### src/include/scc_pkg.sv
// Purpose: Shared constants and types of the static memory controller clock/config block
// Assumes: One system clock; memory clock 0 arrives as a sampled input
// Notes:   Every offset, field position, reset value and count is named here once
package scc_pkg;
	// Reset release and crossing depths
	localparam int unsigned RST_SYNC_STAGES = 2;
	localparam int unsigned CDC_STAGES      = 2;

	// Memory access length in memory clock ticks
	localparam logic [3:0] MEM_ACCESS_TICKS = 4'h4;

	// Direct command kind that a NAND interface honours
	localparam logic [1:0] NAND_CMD_TYPE = 2'h2;

	// Operating configuration word: width field position
	localparam int unsigned OPM_W       = 8;
	localparam int unsigned OPM_MW_LSB  = 0;
	localparam int unsigned OPM_MW_W    = 2;
	localparam logic [7:0]  OPM_RESET   = 8'h00;

	// Memory width codes
	localparam logic [1:0] MW_8    = 2'h0;
	localparam logic [1:0] MW_16   = 2'h1;
	localparam logic [1:0] MW_32   = 2'h2;
	localparam logic [1:0] MW_RSVD = 2'h3;

	// Integration test words: widths, implemented bits, reset value
	localparam int unsigned INT_IN_W          = 10;
	localparam int unsigned INT_OUT_W         = 9;
	localparam logic [9:0]  INT_IN_IMPL_MASK  = 10'h03f;
	localparam logic [8:0]  INT_OUT_IMPL_MASK = 9'h027;
	localparam logic [8:0]  INT_OUT_RESET     = 9'h000;

	// Integration output bit positions
	localparam int unsigned INT_OUT_ACTIVE = 0;
	localparam int unsigned INT_OUT_LP_ACK = 1;
	localparam int unsigned INT_OUT_EBIREQ = 2;
	localparam int unsigned INT_OUT_IRQ0   = 5;

	// Read/write arbitration modes
	typedef enum logic [1:0] {
		ARB_READ_FIRST  = 2'b00,
		ARB_WRITE_FIRST = 2'b01,
		ARB_ROUND_ROBIN = 2'b10,
		ARB_RSVD        = 2'b11
	} scc_arb_t;

	// AXI-side issue state
	typedef enum logic [0:0] {
		AX_IDLE = 1'b0,
		AX_WAIT = 1'b1
	} scc_ax_state_t;

	// Memory-side access state
	typedef enum logic [0:0] {
		MS_IDLE   = 1'b0,
		MS_ACCESS = 1'b1
	} scc_ms_state_t;
endpackage

### src/include/scc_xfer_if.sv
// Purpose: Carries one toggle event and its bypass control between the two domains
// Assumes: Payload is held stable by the sender until the toggle is answered
// Notes:   The stage modport is the synchroniser, the user modport its owner
`timescale 1ns/1ps
`default_nettype none
interface scc_xfer_if;
	logic lvl;
	logic bypass;
	logic sync_lvl;

	modport stage (input lvl, input bypass, output sync_lvl);
	modport user  (output lvl, output bypass, input sync_lvl);
endinterface
`default_nettype wire

### src/hw/scc_cdc_stage.sv
// Purpose: Two-flop level synchroniser with a bypass for synchronous clocking
// Assumes: Bypass is a static tie-off
// Notes:   The first flop feeds only the second flop
`timescale 1ns/1ps
`default_nettype none
module scc_cdc_stage (
	// Clock, reset, enable
	input  wire logic      clk_sys,
	input  wire logic      rst_dom,
	input  wire logic      ce,
	// Crossing
	scc_xfer_if.stage      x
);
	logic [scc_pkg::CDC_STAGES-1:0] sync_ff;
	logic [scc_pkg::CDC_STAGES-1:0] nxt_sync;

	// Shift chain; frozen while the enable is low
	always_comb
	begin
		nxt_sync = sync_ff;
		if (ce)
			nxt_sync = {sync_ff[scc_pkg::CDC_STAGES-2:0], x.lvl};
	end

	always_ff @(posedge clk_sys)
	begin
		if (rst_dom)
			sync_ff <= '0;
		else
			sync_ff <= nxt_sync;
	end

	// Synchronous clocks need no settling, so the raw level saves two cycles
	assign x.sync_lvl = x.bypass ? x.lvl : sync_ff[scc_pkg::CDC_STAGES-1];
endmodule
`default_nettype wire

### src/hw/scc_clock_config.sv
// Purpose: Single-interface clock, reset and configuration core of a static memory controller
// Assumes: Inputs synchronous to clk_sys; memory clock 0 sampled, its rise is a tick
// Notes:   AXI domain and memory domain 0 are the only domains
// Notes on behaviour
// - integration inputs: only bits five..zero exist
// - integration outputs: only bits 2..0, 5
// - reads, writes complete in acceptance order
// - arbitrate between pending reads and writes
// - only AXI and memory-0 domains exist
// - NAND direct command honours kind b10 only
// - NAND pending config: only width matters
// - NAND current config: only width meaningful
// - AXI-side indicator high bypasses AXI synchronisers
// - memory-side indicator high bypasses memory synchronisers
// - AXI-faster indicator: AXI faster and synchronous
// - AXI reset is active low
// - memory reset 0 is active low
// - interface pads carry suffix 0
// - NAND interface width 8 or 16 only
// - one to four selects; 32/64 data
// - only interface-0 signals exist here
`timescale 1ns/1ps
`default_nettype none
module scc_clock_config #(
	parameter int unsigned DATA_W     = 32,
	parameter int unsigned ADDR_W     = 32,
	parameter int unsigned CS_COUNT   = 4,
	parameter bit          IF0_NAND   = 1'b1
) (
	// System clock, reset, enable
	input  wire logic                     clk_sys,
	input  wire logic                     rst,
	input  wire logic                     ce,
	// Domain resets and clocks of interface 0
	input  wire logic                     axi_reset_low,
	input  wire logic                     memory_reset_if0_low,
	input  wire logic                     memory_clock_if0,
	input  wire logic                     memory_clock_if0_inverted,
	// Clocking tie-offs
	input  wire logic                     axi_side_sync_ind_if0,
	input  wire logic                     mem_side_sync_ind_if0,
	input  wire logic                     axi_faster_sync_if0,
	input  wire logic [1:0]               rw_priority,
	// Read request and completion
	input  wire logic                     rd_valid,
	output logic                          rd_ready,
	input  wire logic [ADDR_W-1:0]        rd_addr,
	input  wire logic [1:0]               rd_cs,
	output logic                          rd_done,
	output logic [DATA_W-1:0]             rd_data,
	// Write request and completion
	input  wire logic                     wr_valid,
	output logic                          wr_ready,
	input  wire logic [ADDR_W-1:0]        wr_addr,
	input  wire logic [1:0]               wr_cs,
	input  wire logic [DATA_W-1:0]        wr_data,
	output logic                          wr_done,
	// Direct command and operating configuration
	input  wire logic                     dcmd_valid,
	input  wire logic [1:0]               dcmd_type,
	output logic                          dcmd_issued,
	output logic                          dcmd_ignored,
	input  wire logic                     opmode_load,
	input  wire logic [scc_pkg::OPM_W-1:0] pending_opmode,
	output logic [scc_pkg::OPM_W-1:0]     current_opmode,
	output logic [1:0]                    current_memory_width,
	// Integration test
	input  wire logic                     int_test_en,
	input  wire logic                     int_out_wr,
	input  wire logic [scc_pkg::INT_OUT_W-1:0] int_out_wdata,
	output logic [scc_pkg::INT_OUT_W-1:0] int_out_q,
	output logic [scc_pkg::INT_IN_W-1:0]  int_in_rdata,
	input  wire logic                     lowpower_req,
	input  wire logic                     use_ext_bus,
	input  wire logic                     ext_bus_grant_if0,
	input  wire logic                     ext_bus_backoff_if0,
	// Status and control outputs
	output logic                          activity,
	output logic                          lowpower_ack,
	output logic                          ext_bus_req_if0,
	output logic                          mem_irq_if0,
	output logic                          clock_pair_fault_if0,
	// Memory interface 0 pads
	output logic [CS_COUNT-1:0]           mem_cs_if0,
	output logic                          mem_we_if0,
	output logic [ADDR_W-1:0]             mem_addr_if0,
	output logic [DATA_W-1:0]             mem_wdata_if0,
	input  wire logic [DATA_W-1:0]        mem_rdata_if0
);
	// Reset release pipelines, one per domain
	logic [scc_pkg::RST_SYNC_STAGES-1:0] axi_rel_ff, nxt_axi_rel;
	logic [scc_pkg::RST_SYNC_STAGES-1:0] mem_rel_ff, nxt_mem_rel;
	logic                                axi_rst, mem_rst;

	always_comb
	begin
		nxt_axi_rel = axi_rel_ff;
		nxt_mem_rel = mem_rel_ff;
		if (!axi_reset_low)
			nxt_axi_rel = '0;
		else if (ce)
			nxt_axi_rel = {axi_rel_ff[scc_pkg::RST_SYNC_STAGES-2:0], 1'b1};
		if (!memory_reset_if0_low)
			nxt_mem_rel = '0;
		else if (ce)
			nxt_mem_rel = {mem_rel_ff[scc_pkg::RST_SYNC_STAGES-2:0], 1'b1};
	end

	always_ff @(posedge clk_sys)
	begin
		if (rst)
		begin
			axi_rel_ff <= '0;
			mem_rel_ff <= '0;
		end
		else
		begin
			axi_rel_ff <= nxt_axi_rel;
			mem_rel_ff <= nxt_mem_rel;
		end
	end

	assign axi_rst = rst | ~axi_rel_ff[scc_pkg::RST_SYNC_STAGES-1];
	assign mem_rst = rst | ~mem_rel_ff[scc_pkg::RST_SYNC_STAGES-1];

	// Crossings: request toward memory, completion toward AXI
	scc_xfer_if req_x ();
	scc_xfer_if ack_x ();

	scc_cdc_stage u_req_stage (
		.clk_sys (clk_sys),
		.rst_dom (mem_rst),
		.ce      (ce),
		.x       (req_x)
	);

	scc_cdc_stage u_ack_stage (
		.clk_sys (clk_sys),
		.rst_dom (axi_rst),
		.ce      (ce),
		.x       (ack_x)
	);

	// AXI faster and synchronous also skips the AXI-side settling
	assign req_x.bypass = mem_side_sync_ind_if0;
	assign ack_x.bypass = axi_side_sync_ind_if0 | axi_faster_sync_if0;

	// AXI domain state
	scc_pkg::scc_ax_state_t    ax_st_ff, nxt_ax_st;
	logic                      rp_ff, nxt_rp, wp_ff, nxt_wp;
	logic [ADDR_W-1:0]         ra_ff, nxt_ra, wa_ff, nxt_wa;
	logic [1:0]                rc_ff, nxt_rc, wc_ff, nxt_wc;
	logic [DATA_W-1:0]         wd_ff, nxt_wd, rdat_ff, nxt_rdat, mem_rdat_ff, nxt_mem_rdat;
	logic                      req_tgl_ff, nxt_req_tgl, ack_seen_ff, nxt_ack_seen;
	logic                      last_wr_ff, nxt_last_wr, fly_wr_ff, nxt_fly_wr;
	logic                      rdone_ff, nxt_rdone, wdone_ff, nxt_wdone;
	logic                      pick_wr;

	assign rd_ready = ~axi_rst & ~rp_ff;
	assign wr_ready = ~axi_rst & ~wp_ff;

	always_comb
	begin
		unique case (scc_pkg::scc_arb_t'(rw_priority))
			scc_pkg::ARB_READ_FIRST:  pick_wr = wp_ff & ~rp_ff;
			scc_pkg::ARB_WRITE_FIRST: pick_wr = wp_ff;
			scc_pkg::ARB_ROUND_ROBIN: pick_wr = wp_ff & (~rp_ff | ~last_wr_ff);
			default:                  pick_wr = wp_ff & ~rp_ff;
		endcase
	end

	// One access in flight keeps each kind in acceptance order
	always_comb
	begin
		nxt_ax_st = ax_st_ff;
		nxt_rp = rp_ff; nxt_ra = ra_ff; nxt_rc = rc_ff;
		nxt_wp = wp_ff; nxt_wa = wa_ff; nxt_wc = wc_ff; nxt_wd = wd_ff;
		nxt_rdat = rdat_ff;
		nxt_req_tgl = req_tgl_ff;
		nxt_ack_seen = ack_seen_ff;
		nxt_last_wr = last_wr_ff;
		nxt_fly_wr = fly_wr_ff;
		nxt_rdone = 1'b0;
		nxt_wdone = 1'b0;
		if (rd_valid && rd_ready)
		begin
			nxt_rp = 1'b1; nxt_ra = rd_addr; nxt_rc = rd_cs;
		end
		if (wr_valid && wr_ready)
		begin
			nxt_wp = 1'b1; nxt_wa = wr_addr; nxt_wc = wr_cs; nxt_wd = wr_data;
		end
		unique case (ax_st_ff)
			scc_pkg::AX_IDLE:
				if (rp_ff || wp_ff)
				begin
					nxt_fly_wr = pick_wr;
					nxt_last_wr = pick_wr;
					nxt_req_tgl = ~req_tgl_ff;
					nxt_ax_st = scc_pkg::AX_WAIT;
				end
			scc_pkg::AX_WAIT:
				if (ack_x.sync_lvl != ack_seen_ff)
				begin
					nxt_ack_seen = ack_x.sync_lvl;
					nxt_ax_st = scc_pkg::AX_IDLE;
					if (fly_wr_ff)
					begin
						nxt_wp = 1'b0;
						nxt_wdone = 1'b1;
					end
					else
					begin
						nxt_rp = 1'b0;
						nxt_rdone = 1'b1;
						nxt_rdat = mem_rdat_ff;
					end
				end
		endcase
	end

	always_ff @(posedge clk_sys)
	begin
		if (axi_rst)
		begin
			ax_st_ff <= scc_pkg::AX_IDLE;
			rp_ff <= 1'b0; ra_ff <= '0; rc_ff <= '0;
			wp_ff <= 1'b0; wa_ff <= '0; wc_ff <= '0; wd_ff <= '0;
			rdat_ff <= '0;
			req_tgl_ff <= 1'b0; ack_seen_ff <= 1'b0;
			last_wr_ff <= 1'b0; fly_wr_ff <= 1'b0;
			rdone_ff <= 1'b0; wdone_ff <= 1'b0;
		end
		else if (ce)
		begin
			ax_st_ff <= nxt_ax_st;
			rp_ff <= nxt_rp; ra_ff <= nxt_ra; rc_ff <= nxt_rc;
			wp_ff <= nxt_wp; wa_ff <= nxt_wa; wc_ff <= nxt_wc; wd_ff <= nxt_wd;
			rdat_ff <= nxt_rdat;
			req_tgl_ff <= nxt_req_tgl; ack_seen_ff <= nxt_ack_seen;
			last_wr_ff <= nxt_last_wr; fly_wr_ff <= nxt_fly_wr;
			rdone_ff <= nxt_rdone; wdone_ff <= nxt_wdone;
		end
	end

	assign req_x.lvl = req_tgl_ff;
	assign rd_done   = rdone_ff;
	assign wr_done   = wdone_ff;
	assign rd_data   = rdat_ff;

	// Memory domain: steps on each sampled rise of memory clock 0
	scc_pkg::scc_ms_state_t ms_st_ff, nxt_ms_st;
	logic                   mclk_prev_ff, tick;
	logic                   req_seen_ff, nxt_req_seen, ack_tgl_ff, nxt_ack_tgl;
	logic [3:0]             tick_cnt_ff, nxt_tick_cnt;
	logic [CS_COUNT-1:0]    cs_ff, nxt_cs;
	logic                   we_ff, nxt_we;
	logic [ADDR_W-1:0]      ma_ff, nxt_ma;
	logic [DATA_W-1:0]      mwd_ff, nxt_mwd;
	logic [1:0]             sel_cs;

	assign tick   = memory_clock_if0 & ~mclk_prev_ff;
	// selects beyond the configured count are dropped
	assign sel_cs = fly_wr_ff ? wc_ff : rc_ff;

	// Payload is stable in the AXI holding flops until the completion returns
	always_comb
	begin
		nxt_ms_st = ms_st_ff;
		nxt_req_seen = req_seen_ff;
		nxt_ack_tgl = ack_tgl_ff;
		nxt_tick_cnt = tick_cnt_ff;
		nxt_cs = cs_ff; nxt_we = we_ff; nxt_ma = ma_ff; nxt_mwd = mwd_ff;
		nxt_mem_rdat = mem_rdat_ff;
		if (tick)
		begin
			unique case (ms_st_ff)
				scc_pkg::MS_IDLE:
					if (req_x.sync_lvl != req_seen_ff)
					begin
						nxt_req_seen = req_x.sync_lvl;
						nxt_cs = '0;
						if (32'(sel_cs) < CS_COUNT)
							nxt_cs[sel_cs] = 1'b1;
						nxt_we = fly_wr_ff;
						nxt_ma = fly_wr_ff ? wa_ff : ra_ff;
						nxt_mwd = wd_ff;
						nxt_tick_cnt = scc_pkg::MEM_ACCESS_TICKS;
						nxt_ms_st = scc_pkg::MS_ACCESS;
					end
				scc_pkg::MS_ACCESS:
					if (tick_cnt_ff == 4'h1)
					begin
						nxt_mem_rdat = mem_rdata_if0;
						nxt_cs = '0;
						nxt_we = 1'b0;
						nxt_ack_tgl = ~ack_tgl_ff;
						nxt_ms_st = scc_pkg::MS_IDLE;
					end
					else
						nxt_tick_cnt = tick_cnt_ff - 4'h1;
			endcase
		end
	end

	always_ff @(posedge clk_sys)
	begin
		if (mem_rst)
		begin
			ms_st_ff <= scc_pkg::MS_IDLE;
			mclk_prev_ff <= 1'b0;
			req_seen_ff <= 1'b0; ack_tgl_ff <= 1'b0;
			tick_cnt_ff <= '0;
			cs_ff <= '0; we_ff <= 1'b0; ma_ff <= '0; mwd_ff <= '0;
			mem_rdat_ff <= '0;
		end
		else if (ce)
		begin
			ms_st_ff <= nxt_ms_st;
			mclk_prev_ff <= memory_clock_if0;
			req_seen_ff <= nxt_req_seen; ack_tgl_ff <= nxt_ack_tgl;
			tick_cnt_ff <= nxt_tick_cnt;
			cs_ff <= nxt_cs; we_ff <= nxt_we; ma_ff <= nxt_ma; mwd_ff <= nxt_mwd;
			mem_rdat_ff <= nxt_mem_rdat;
		end
	end

	assign ack_x.lvl     = ack_tgl_ff;
	assign mem_cs_if0    = cs_ff;
	assign mem_we_if0    = we_ff;
	assign mem_addr_if0  = ma_ff;
	assign mem_wdata_if0 = mwd_ff;

	// Configuration, direct command and test words (AXI domain)
	logic [scc_pkg::OPM_W-1:0]     opm_ff, nxt_opm;
	logic [1:0]                    new_mw;
	logic                          dci_ff, nxt_dci, dcg_ff, nxt_dcg;
	logic [scc_pkg::INT_OUT_W-1:0] iout_ff, nxt_iout;
	logic                          pair_ff, nxt_pair, lpack_ff, nxt_lpack;

	// NAND keeps only the width field
	// NAND width limited to 8 or 16
	always_comb
	begin
		new_mw = pending_opmode[scc_pkg::OPM_MW_LSB +: scc_pkg::OPM_MW_W];
		if (IF0_NAND)
			new_mw = {1'b0, new_mw[0]};
		nxt_opm = opm_ff;
		if (opmode_load)
		begin
			if (IF0_NAND)
			begin
				nxt_opm = scc_pkg::OPM_RESET;
				nxt_opm[scc_pkg::OPM_MW_LSB +: scc_pkg::OPM_MW_W] = new_mw;
			end
			else if (new_mw != scc_pkg::MW_RSVD)
				nxt_opm = pending_opmode;
		end
		nxt_dci = dcmd_valid & (!IF0_NAND || dcmd_type == scc_pkg::NAND_CMD_TYPE);
		nxt_dcg = dcmd_valid & ~nxt_dci;
		nxt_iout = iout_ff;
		if (int_out_wr)
			nxt_iout = int_out_wdata & scc_pkg::INT_OUT_IMPL_MASK;
		// clock and its copy must differ
		nxt_pair = (memory_clock_if0 == memory_clock_if0_inverted);
		nxt_lpack = lowpower_req & ~rp_ff & ~wp_ff;
	end

	always_ff @(posedge clk_sys)
	begin
		if (axi_rst)
		begin
			opm_ff <= scc_pkg::OPM_RESET;
			dci_ff <= 1'b0; dcg_ff <= 1'b0;
			iout_ff <= scc_pkg::INT_OUT_RESET;
			pair_ff <= 1'b0; lpack_ff <= 1'b0;
		end
		else if (ce)
		begin
			opm_ff <= nxt_opm;
			dci_ff <= nxt_dci; dcg_ff <= nxt_dcg;
			iout_ff <= nxt_iout;
			pair_ff <= nxt_pair; lpack_ff <= nxt_lpack;
		end
	end

	assign current_opmode       = opm_ff;
	assign current_memory_width = opm_ff[scc_pkg::OPM_MW_LSB +: scc_pkg::OPM_MW_W];
	assign dcmd_issued          = dci_ff;
	assign dcmd_ignored         = dcg_ff;
	assign clock_pair_fault_if0 = pair_ff;
	assign int_out_q            = iout_ff;

	assign int_in_rdata = {4'h0, mem_side_sync_ind_if0, axi_side_sync_ind_if0,
		ext_bus_backoff_if0, ext_bus_grant_if0, use_ext_bus, lowpower_req}
		& scc_pkg::INT_IN_IMPL_MASK;

	// Test mode drives activity, low-power ack, bus request and interrupt from the test word instead of the logic
	assign activity        = int_test_en ? iout_ff[scc_pkg::INT_OUT_ACTIVE]
		: (rp_ff | wp_ff);
	assign lowpower_ack    = int_test_en ? iout_ff[scc_pkg::INT_OUT_LP_ACK] : lpack_ff;
	assign ext_bus_req_if0 = int_test_en ? iout_ff[scc_pkg::INT_OUT_EBIREQ]
		: (use_ext_bus & (ax_st_ff == scc_pkg::AX_WAIT));
	assign mem_irq_if0     = int_test_en & iout_ff[scc_pkg::INT_OUT_IRQ0];
endmodule
`default_nettype wire

### config.mk
export PLATFORM = sky130hd
export DESIGN_NAME = scc_clock_config
export DESIGN_NICKNAME = d
export VERILOG_FILES = /design/src/include/scc_pkg.sv /design/src/include/scc_xfer_if.sv /design/src/hw/scc_cdc_stage.sv /design/src/hw/scc_clock_config.sv
export SDC_FILE = /design/constraint.sdc
export NUM_CORES = 1
export LEC_CHECK = 0
export BUFFER_PORTS_ARGS = -buffer_cell sky130_fd_sc_hd__buf_2
export CORE_ASPECT_RATIO = 1.5
export CORE_MARGIN = 4
export CORE_UTILIZATION = 45
export DETAILED_ROUTE_END_ITERATION = 8
export PLACE_DENSITY = 0.74
export SLEW_MARGIN = 20
export SYNTH_ARGS = -nofsm -noshare
export SYNTH_HDL_FRONTEND = slang
export SYNTH_HIERARCHICAL = 1
export SYNTH_SLANG_ARGS = --single-unit
### constraint.sdc
create_clock -name clk_sys -period 2.06 [get_ports clk_sys]
set_input_delay 0.412 -clock clk_sys [delete_from_list [all_inputs] [get_ports clk_sys]]
set_output_delay 0.412 -clock clk_sys [all_outputs]
set_load 0.01 [all_outputs]
# Word level (Yosys, flattened, before mapping)
# Cells that the tools add are included.
totals:
  ff_bits: 266
  out_inout_bits: 141
classes:
  n_addsub: 1
  n_mux: 39
  order_cmp: 2
  bitwise: 30
  n_eq_ne: 10
  reduce_logical: 18
op_table:
  columns: ["operator", "n"]
  rows:
  - ["$mux W32", 1]
  - ["$mux W1", 26]
  - ["$reduce_and A4 Y1", 5]
  - ["$mux W4", 4]
  - ["$pmux W4 S2", 2]
  - ["$not A1 Y1", 14]
  - ["$and A1 B1 Y1", 11]
  - ["$reduce_and A2 Y1", 5]
  - ["$pmux W1 S2", 4]
  - ["$reduce_and A3 Y1", 2]
  - ["$or A1 B1 Y1", 5]
  - ["$eq A2 B2 Y1 const B", 2]
  - ["$eq A4 B1 Y1 const B", 1]
  - ["$ne A2 B2 Y1 const B", 2]
  - ["$reduce_or A2 Y1", 2]
  - ["$sub A4 B1 Y4 const B", 1]
  - ["$logic_and A1 B1 Y1", 3]
  - ["$lt A2 B3 Y1 const B", 1]
  - ["$demux W1 S2", 1]
  - ["$eq A2 B1 Y1 const B", 1]
  - ["$ge A2 B1 Y1 const B", 1]
  - ["$mux W2", 1]
  - ["$ne A1 B1 Y1", 2]
  - ["$ne A2 B1 Y1 const B", 1]
  - ["2 further kinds", 2]

# Longest topological paths before layout
logic_depth:
  ltp_word: 9
  mapped_depth: 8
  mapped_depth_nobuf: 6

# By module
# Netlist, hierarchy kept.
modules_own_cells:
  columns: ["module", "seq_area_each_um2", "area_per_inst_um2", "cells_per_inst", "instances"]
  rows:
  - ["scc_clock_config", 5245.0, 9885.7, 1208, 1]
  - ["scc_cdc_stage", 40.0, 82.6, 7, 2]

# Worst setup path after synthesis
# OpenSTA, ideal clock, no wires.
synth_path:
  path_type: "in2reg"
  from: "input port axi_faster_sync_if0"
  to: "register rdat_ff[4], in the netlist rd_data[4]"
  arrival_ns: 1.849
  cell_stages: 8
  path_slack_ns: 0.077
  path_buffers: 2
  required_ns: 1.926
  setup_ns: 0.134
  path_cell_list: "or2_2 > mux2_4 > xnor2_1 > or3_1 > buf_2 > buf_6 > nand2_1 > a21oi_1"
synth_between:
  elab_chain_len: 4
synth_lines:
  columns: ["item", "line_no", "text"]
  rows:
  - ["start, declared", "scc_clock_config.sv:42", "input wire logic axi_faster_sync_if0,"]
  - ["$or A1 B1 Y1", "scc_clock_config.sv:146", "assign ack_x.bypass = axi_side_sync_ind_if0 | axi_faster_sync_if0;"]
  - ["$mux W1", "scc_cdc_stage.sv:34", "assign x.sync_lvl = x.bypass ? x.lvl : sync_ff[scc_pkg::CDC_STAGES-1];"]
  - ["net ack_x.sync_lvl", "scc_xfer_if.sv:9", "logic sync_lvl;"]
  - ["$ne A1 B1 Y1", "scc_clock_config.sv:203", "if (ack_x.sync_lvl != ack_seen_ff)"]
  - ["$reduce_and A4 Y1 (no source line)", null, null]
  - ["end signal, assigned", "scc_clock_config.sv:239", "rdat_ff <= nxt_rdat;"]
  - ["end, declared", "scc_clock_config.sv:153", "logic [DATA_W-1:0] wd_ff, nxt_wd, rdat_ff, nxt_rdat, mem_rdat_ff, nxt_mem_rdat;"]
# The timed path passes the listed nets, and every way through them passes these cells.
# A chain may end at the register's enable or synchronous reset.

# Worst setup path after layout
layout_path:
  from: "register wp_ff"
  to: "output port activity"
layout_between:
  elab_chain_len: 2
layout_lines:
  columns: ["item", "line_no", "text"]
  rows:
  - ["start, declared", "scc_clock_config.sv:150", "logic rp_ff, nxt_rp, wp_ff, nxt_wp;"]
  - ["start signal, assigned", "scc_clock_config.sv:238", "wp_ff <= nxt_wp; wa_ff <= nxt_wa; wc_ff <= nxt_wc; wd_ff <= nxt_wd;"]
  - ["$or A1 B1 Y1", "scc_clock_config.sv:400", ": (rp_ff | wp_ff);"]
  - ["$mux W1", "scc_clock_config.sv:399", "assign activity = int_test_en ? iout_ff[scc_pkg::INT_OUT_ACTIVE]"]
  - ["end, declared", "scc_clock_config.sv:78", "output logic activity,"]
# Every way passes these cells.

==> impl_results.md <==
- GR Overflow Total: 0
- Antenna violations before repair: 2
- Power density cells: 784.8 nW/um^2
- FF+latch area: 5326 sq um
- Fraction of the yosys area taken by sequential cells: 52.98%
- Yosys warnings: 6
- Tightest Hold Check Type: input port to register
- Hold Path Sink: wc_ff[0]
- Starting Density: 46.10%
- Mux contribution to synthesized area: under 10%
- LEAKAGE: 4.479 nW
- Slew Viols, Final: 0
- Chip Height: between 150 and 200 um
- Simple-Gate Fraction of Synth Area: 21.03%
- DR DRC count: 0
- WL final: 26520 um
- Period utilisation layout: 92.53%
- Max-slew headroom: between 50% and 60%
- Core area: 21800 sq um
- Most common cell after layout, fill and taps aside: nand2_1
- Final Power: 9.694 mW
- Width of the die: ~130 um
- Number of H-tree levels: 1
- Port Buffers: 280
- PostCTS Resize Cnt: 0
- CTS root buffer: clkbuf_16
- Clk_lat worst skew: 0.51 ns
- Full die area: 24840 sq um
- Status: complete, no violations
- Post-Synth Adder-Cell Area: 0.2490%
- Post-synthesis cell count: roughly 1200
- Largest family of logic cells by synthesized area: simple AND/OR/NAND/NOR gates
- CTS tree: built
- Setup fix buffers added after clock tree synthesis: 0
- Worst Clk Skew: 0.009324 ns
- R2R depth: 7
- Area grow syn2layout: 22.89%
- Design area: roughly 12000 sq um
- Reg-to-Reg Start: req_tgl_ff
- Slowest CP cell: dfxtp_1
- Final ANT Viol Nets: 0
- Final Hold Fails: 0
- Clk sinks: about 270
- Average routed wire per standard cell: 15.19 um
- Rows: 66
- Netlist cell types: 46
- Buffer depth of the longest clock path: 3
- CP required: 1.65 ns
- Setup violations, final: 0
- N_diodes: 0
- Vias in the first global route: around 8600
- Terminus of the critical flop-to-flop path: mem_addr_if0[22]
- Top Ports: roughly 310
- Min-Delay Path Depth: 3
- Fin nets: 1632
- Fillers: 2007
- Cell Area, Synth: 10050 sq um
- Layout cells sized above 1: 24.76%
- Hold path start: wr_cs[0]
- Dpl cell area: 11600 sq um
- Syn_area_per_cell: 8.225 sq um
- Fmax: about 0.52 GHz
- Most frequent cells in the layout: nand2_1 (410), buf_2 (280), dfxtp_1 (265)
- R2R setup slack: 0.20 ns
- Largest net degree at the start of global routing: 67
- RD Place Congestion: 0.8239
- Vias: 8843
- CP peak stage delay: 0.55 ns
- Setup TNS: 0 ns
- Final core utilization: 56.66%
- Max IR drop VDD: between 0.7 and 0.8 mV
- DPL Wire Length: 17870 um
- CP arrival: 1.49 ns
- RSZ-0062 raised after global routing: false
- WP buf/inv: 1
- Synth Area in Compound Gates: 14.25%
- XOR/XNOR Fraction of Synth Area: 0.5228%
- Crit path capture type: output pin
- Initial DRC count: 462
- CTS Hold Bufs: 0
- #FFs+latches synth: around 270
- Worst Tran Pin Value: about 0.62 ns
- Worst-path clk slew: ~0.070 ns
- CTS buffer count: 24
- GRT Total Usage: 20.54%
- Via density: between 5 and 6
- First-pass GRT wire length: 41820 um
- DRT Pass-1 Iters: 6
- CP Max Fanout: 8
- CP startpoint kind: register
- Fin crit period: approximately 1.9 ns
- Multi-input gate area: 4178 sq um
- Cell Chain, Critical Path: nor3_1 -> a21oi_1 -> buf_2
- Critical path class: register to output pin
- Total of max-cap violations: 0
- Crit path max-delay family: flip-flops
-- registers in the layout, indices dropped and copies added, names as in the netlist, 2 cells and up --
signal / cells
rd_data: 32
ra_ff: 32
mem_wdata_if0: 32
wa_ff: 32
mem_rel_ff: 2
mem_cs_if0: 4
tick_cnt_ff: 4
rc_ff: 2
wc_ff: 2
u_req_stage/sync_ff: 2
mem_addr_if0: 32
int_out_q: 4
wd_ff: 32
axi_rel_ff: 2
u_ack_stage/sync_ff: 2
mem_rdat_ff: 32
-- through the flow --
| stage | std cells | worst slack, ns | hold WS (ns) |
|---|---|---|---|
| CTS | 1746 | 0.1579 | 0.1131 |
| global route | 1746 | 0.02503 | 0.1219 |
| floorplan | 1238 | 0.07678 | 0.4321 |
| finish | 1746 | 0.1539 | 0.1356 |
| global placement | 1703 | -0.08989 | 0.4355 |
| detailed placement | 1703 | -0.1247 | 0.4437 |
-- per-layer routing --
metal / vias to the layer above / part of all wire, % / global-route usage, %
li1: 4446 / - / -
met1: 4056 / 39 / 24.31
met2: 273 / 51 / 36.76
met3: 64 / 6.2 / 3.383
met4: 4 / 3.4 / 7.640
met5: - / 0.083 / 0
-- Yosys cell counts (all sizes together) --
library cell	n	share of area, %
nor3b	1	0.075
a21oi	214	11
nor2b	3	0.19
or3b	1	0.087
nor3	10	0.76
xnor2	5	0.44
buf	70	4.4
a31o	5	0.44
conb	1	0.037
nand3b	1	0.20
o21ai	5	0.25
inv	7	0.26
a31oi	2	0.12
o211ai	1	0.075
and3	2	0.12
or2	1	0.062
and4b	1	0.10
nand3	8	0.40
o31ai	2	0.15
nand4b	1	0.087
xor2	1	0.087
ha	2	0.25
dfxtp	266	53
nand4	2	0.12
mux2	3	0.41
nand2	410	15
nor2	56	2.1
and2	2	0.12
o32a	1	0.10
nand2b	8	0.50
or3	4	0.25
mux2i	42	4.2
and3b	1	0.087
nor4	5	0.44
clkbuf	45	1.7
a211oi	33	2.5
-- kinds of logic (layout without fill, tap and decap cells) --
family | count (synthesis) | count (layout)
and+or+nand+nor | 517 | 517
DFF | 266 | 266
AOI/OAI and AO/OA | 263 | 263
buffers and inverters | 122 | 358
muxes | 45 | 45
xor gates and xnor gates | 6 | 6
adders and majority gates | 2 | 2
other | 1 | 17
-- power by group --
group / total, mW / switching, mW / internal, mW
registers: 5.15 / 0.00186 / 5.14
clock network: 4.29 / 1.91 / 2.38
logic: 0.259 / 0.122 / 0.136
-- cell type report --
class | instances | area share (%)
clock buffer | 36 | 5.723
timing repair buffer | 308 | 13.96
tap | 272 | 2.755
sequential | 266 | 43.12
inverter | 7 | 0.2229
multi-input combinational | 850 | 33.82
clock inverter | 7 | 0.3951
-- worst max-delay path by stage --
stage | cells past startpoint | end | slack [ns] | from
final | 3 | activity | 0.15 | wp_ff
after global routing | 7 | mem_addr_if0[16] | 0.03 | req_tgl_ff
after CTS | 3 | activity | 0.16 | wp_ff
after detailed placement | 8 | rd_data[28] | -0.12 | axi_faster_sync_if0
after global placement | 8 | rd_data[0] | -0.09 | axi_faster_sync_if0
after floorplan | 8 | rd_data[4] | 0.08 | axi_faster_sync_if0
-- worst reg2reg max path, stage by stage (launching register included) --
cell and delay (ns):
dfxtp_1 0.34, mux2_4 0.28, xnor2_1 0.14, buf_4 0.15, nor3_4 0.22, buf_12 0.32, nor2_1 0.11, a211oi_1 0.23
(Power assumes the default switching activity.)
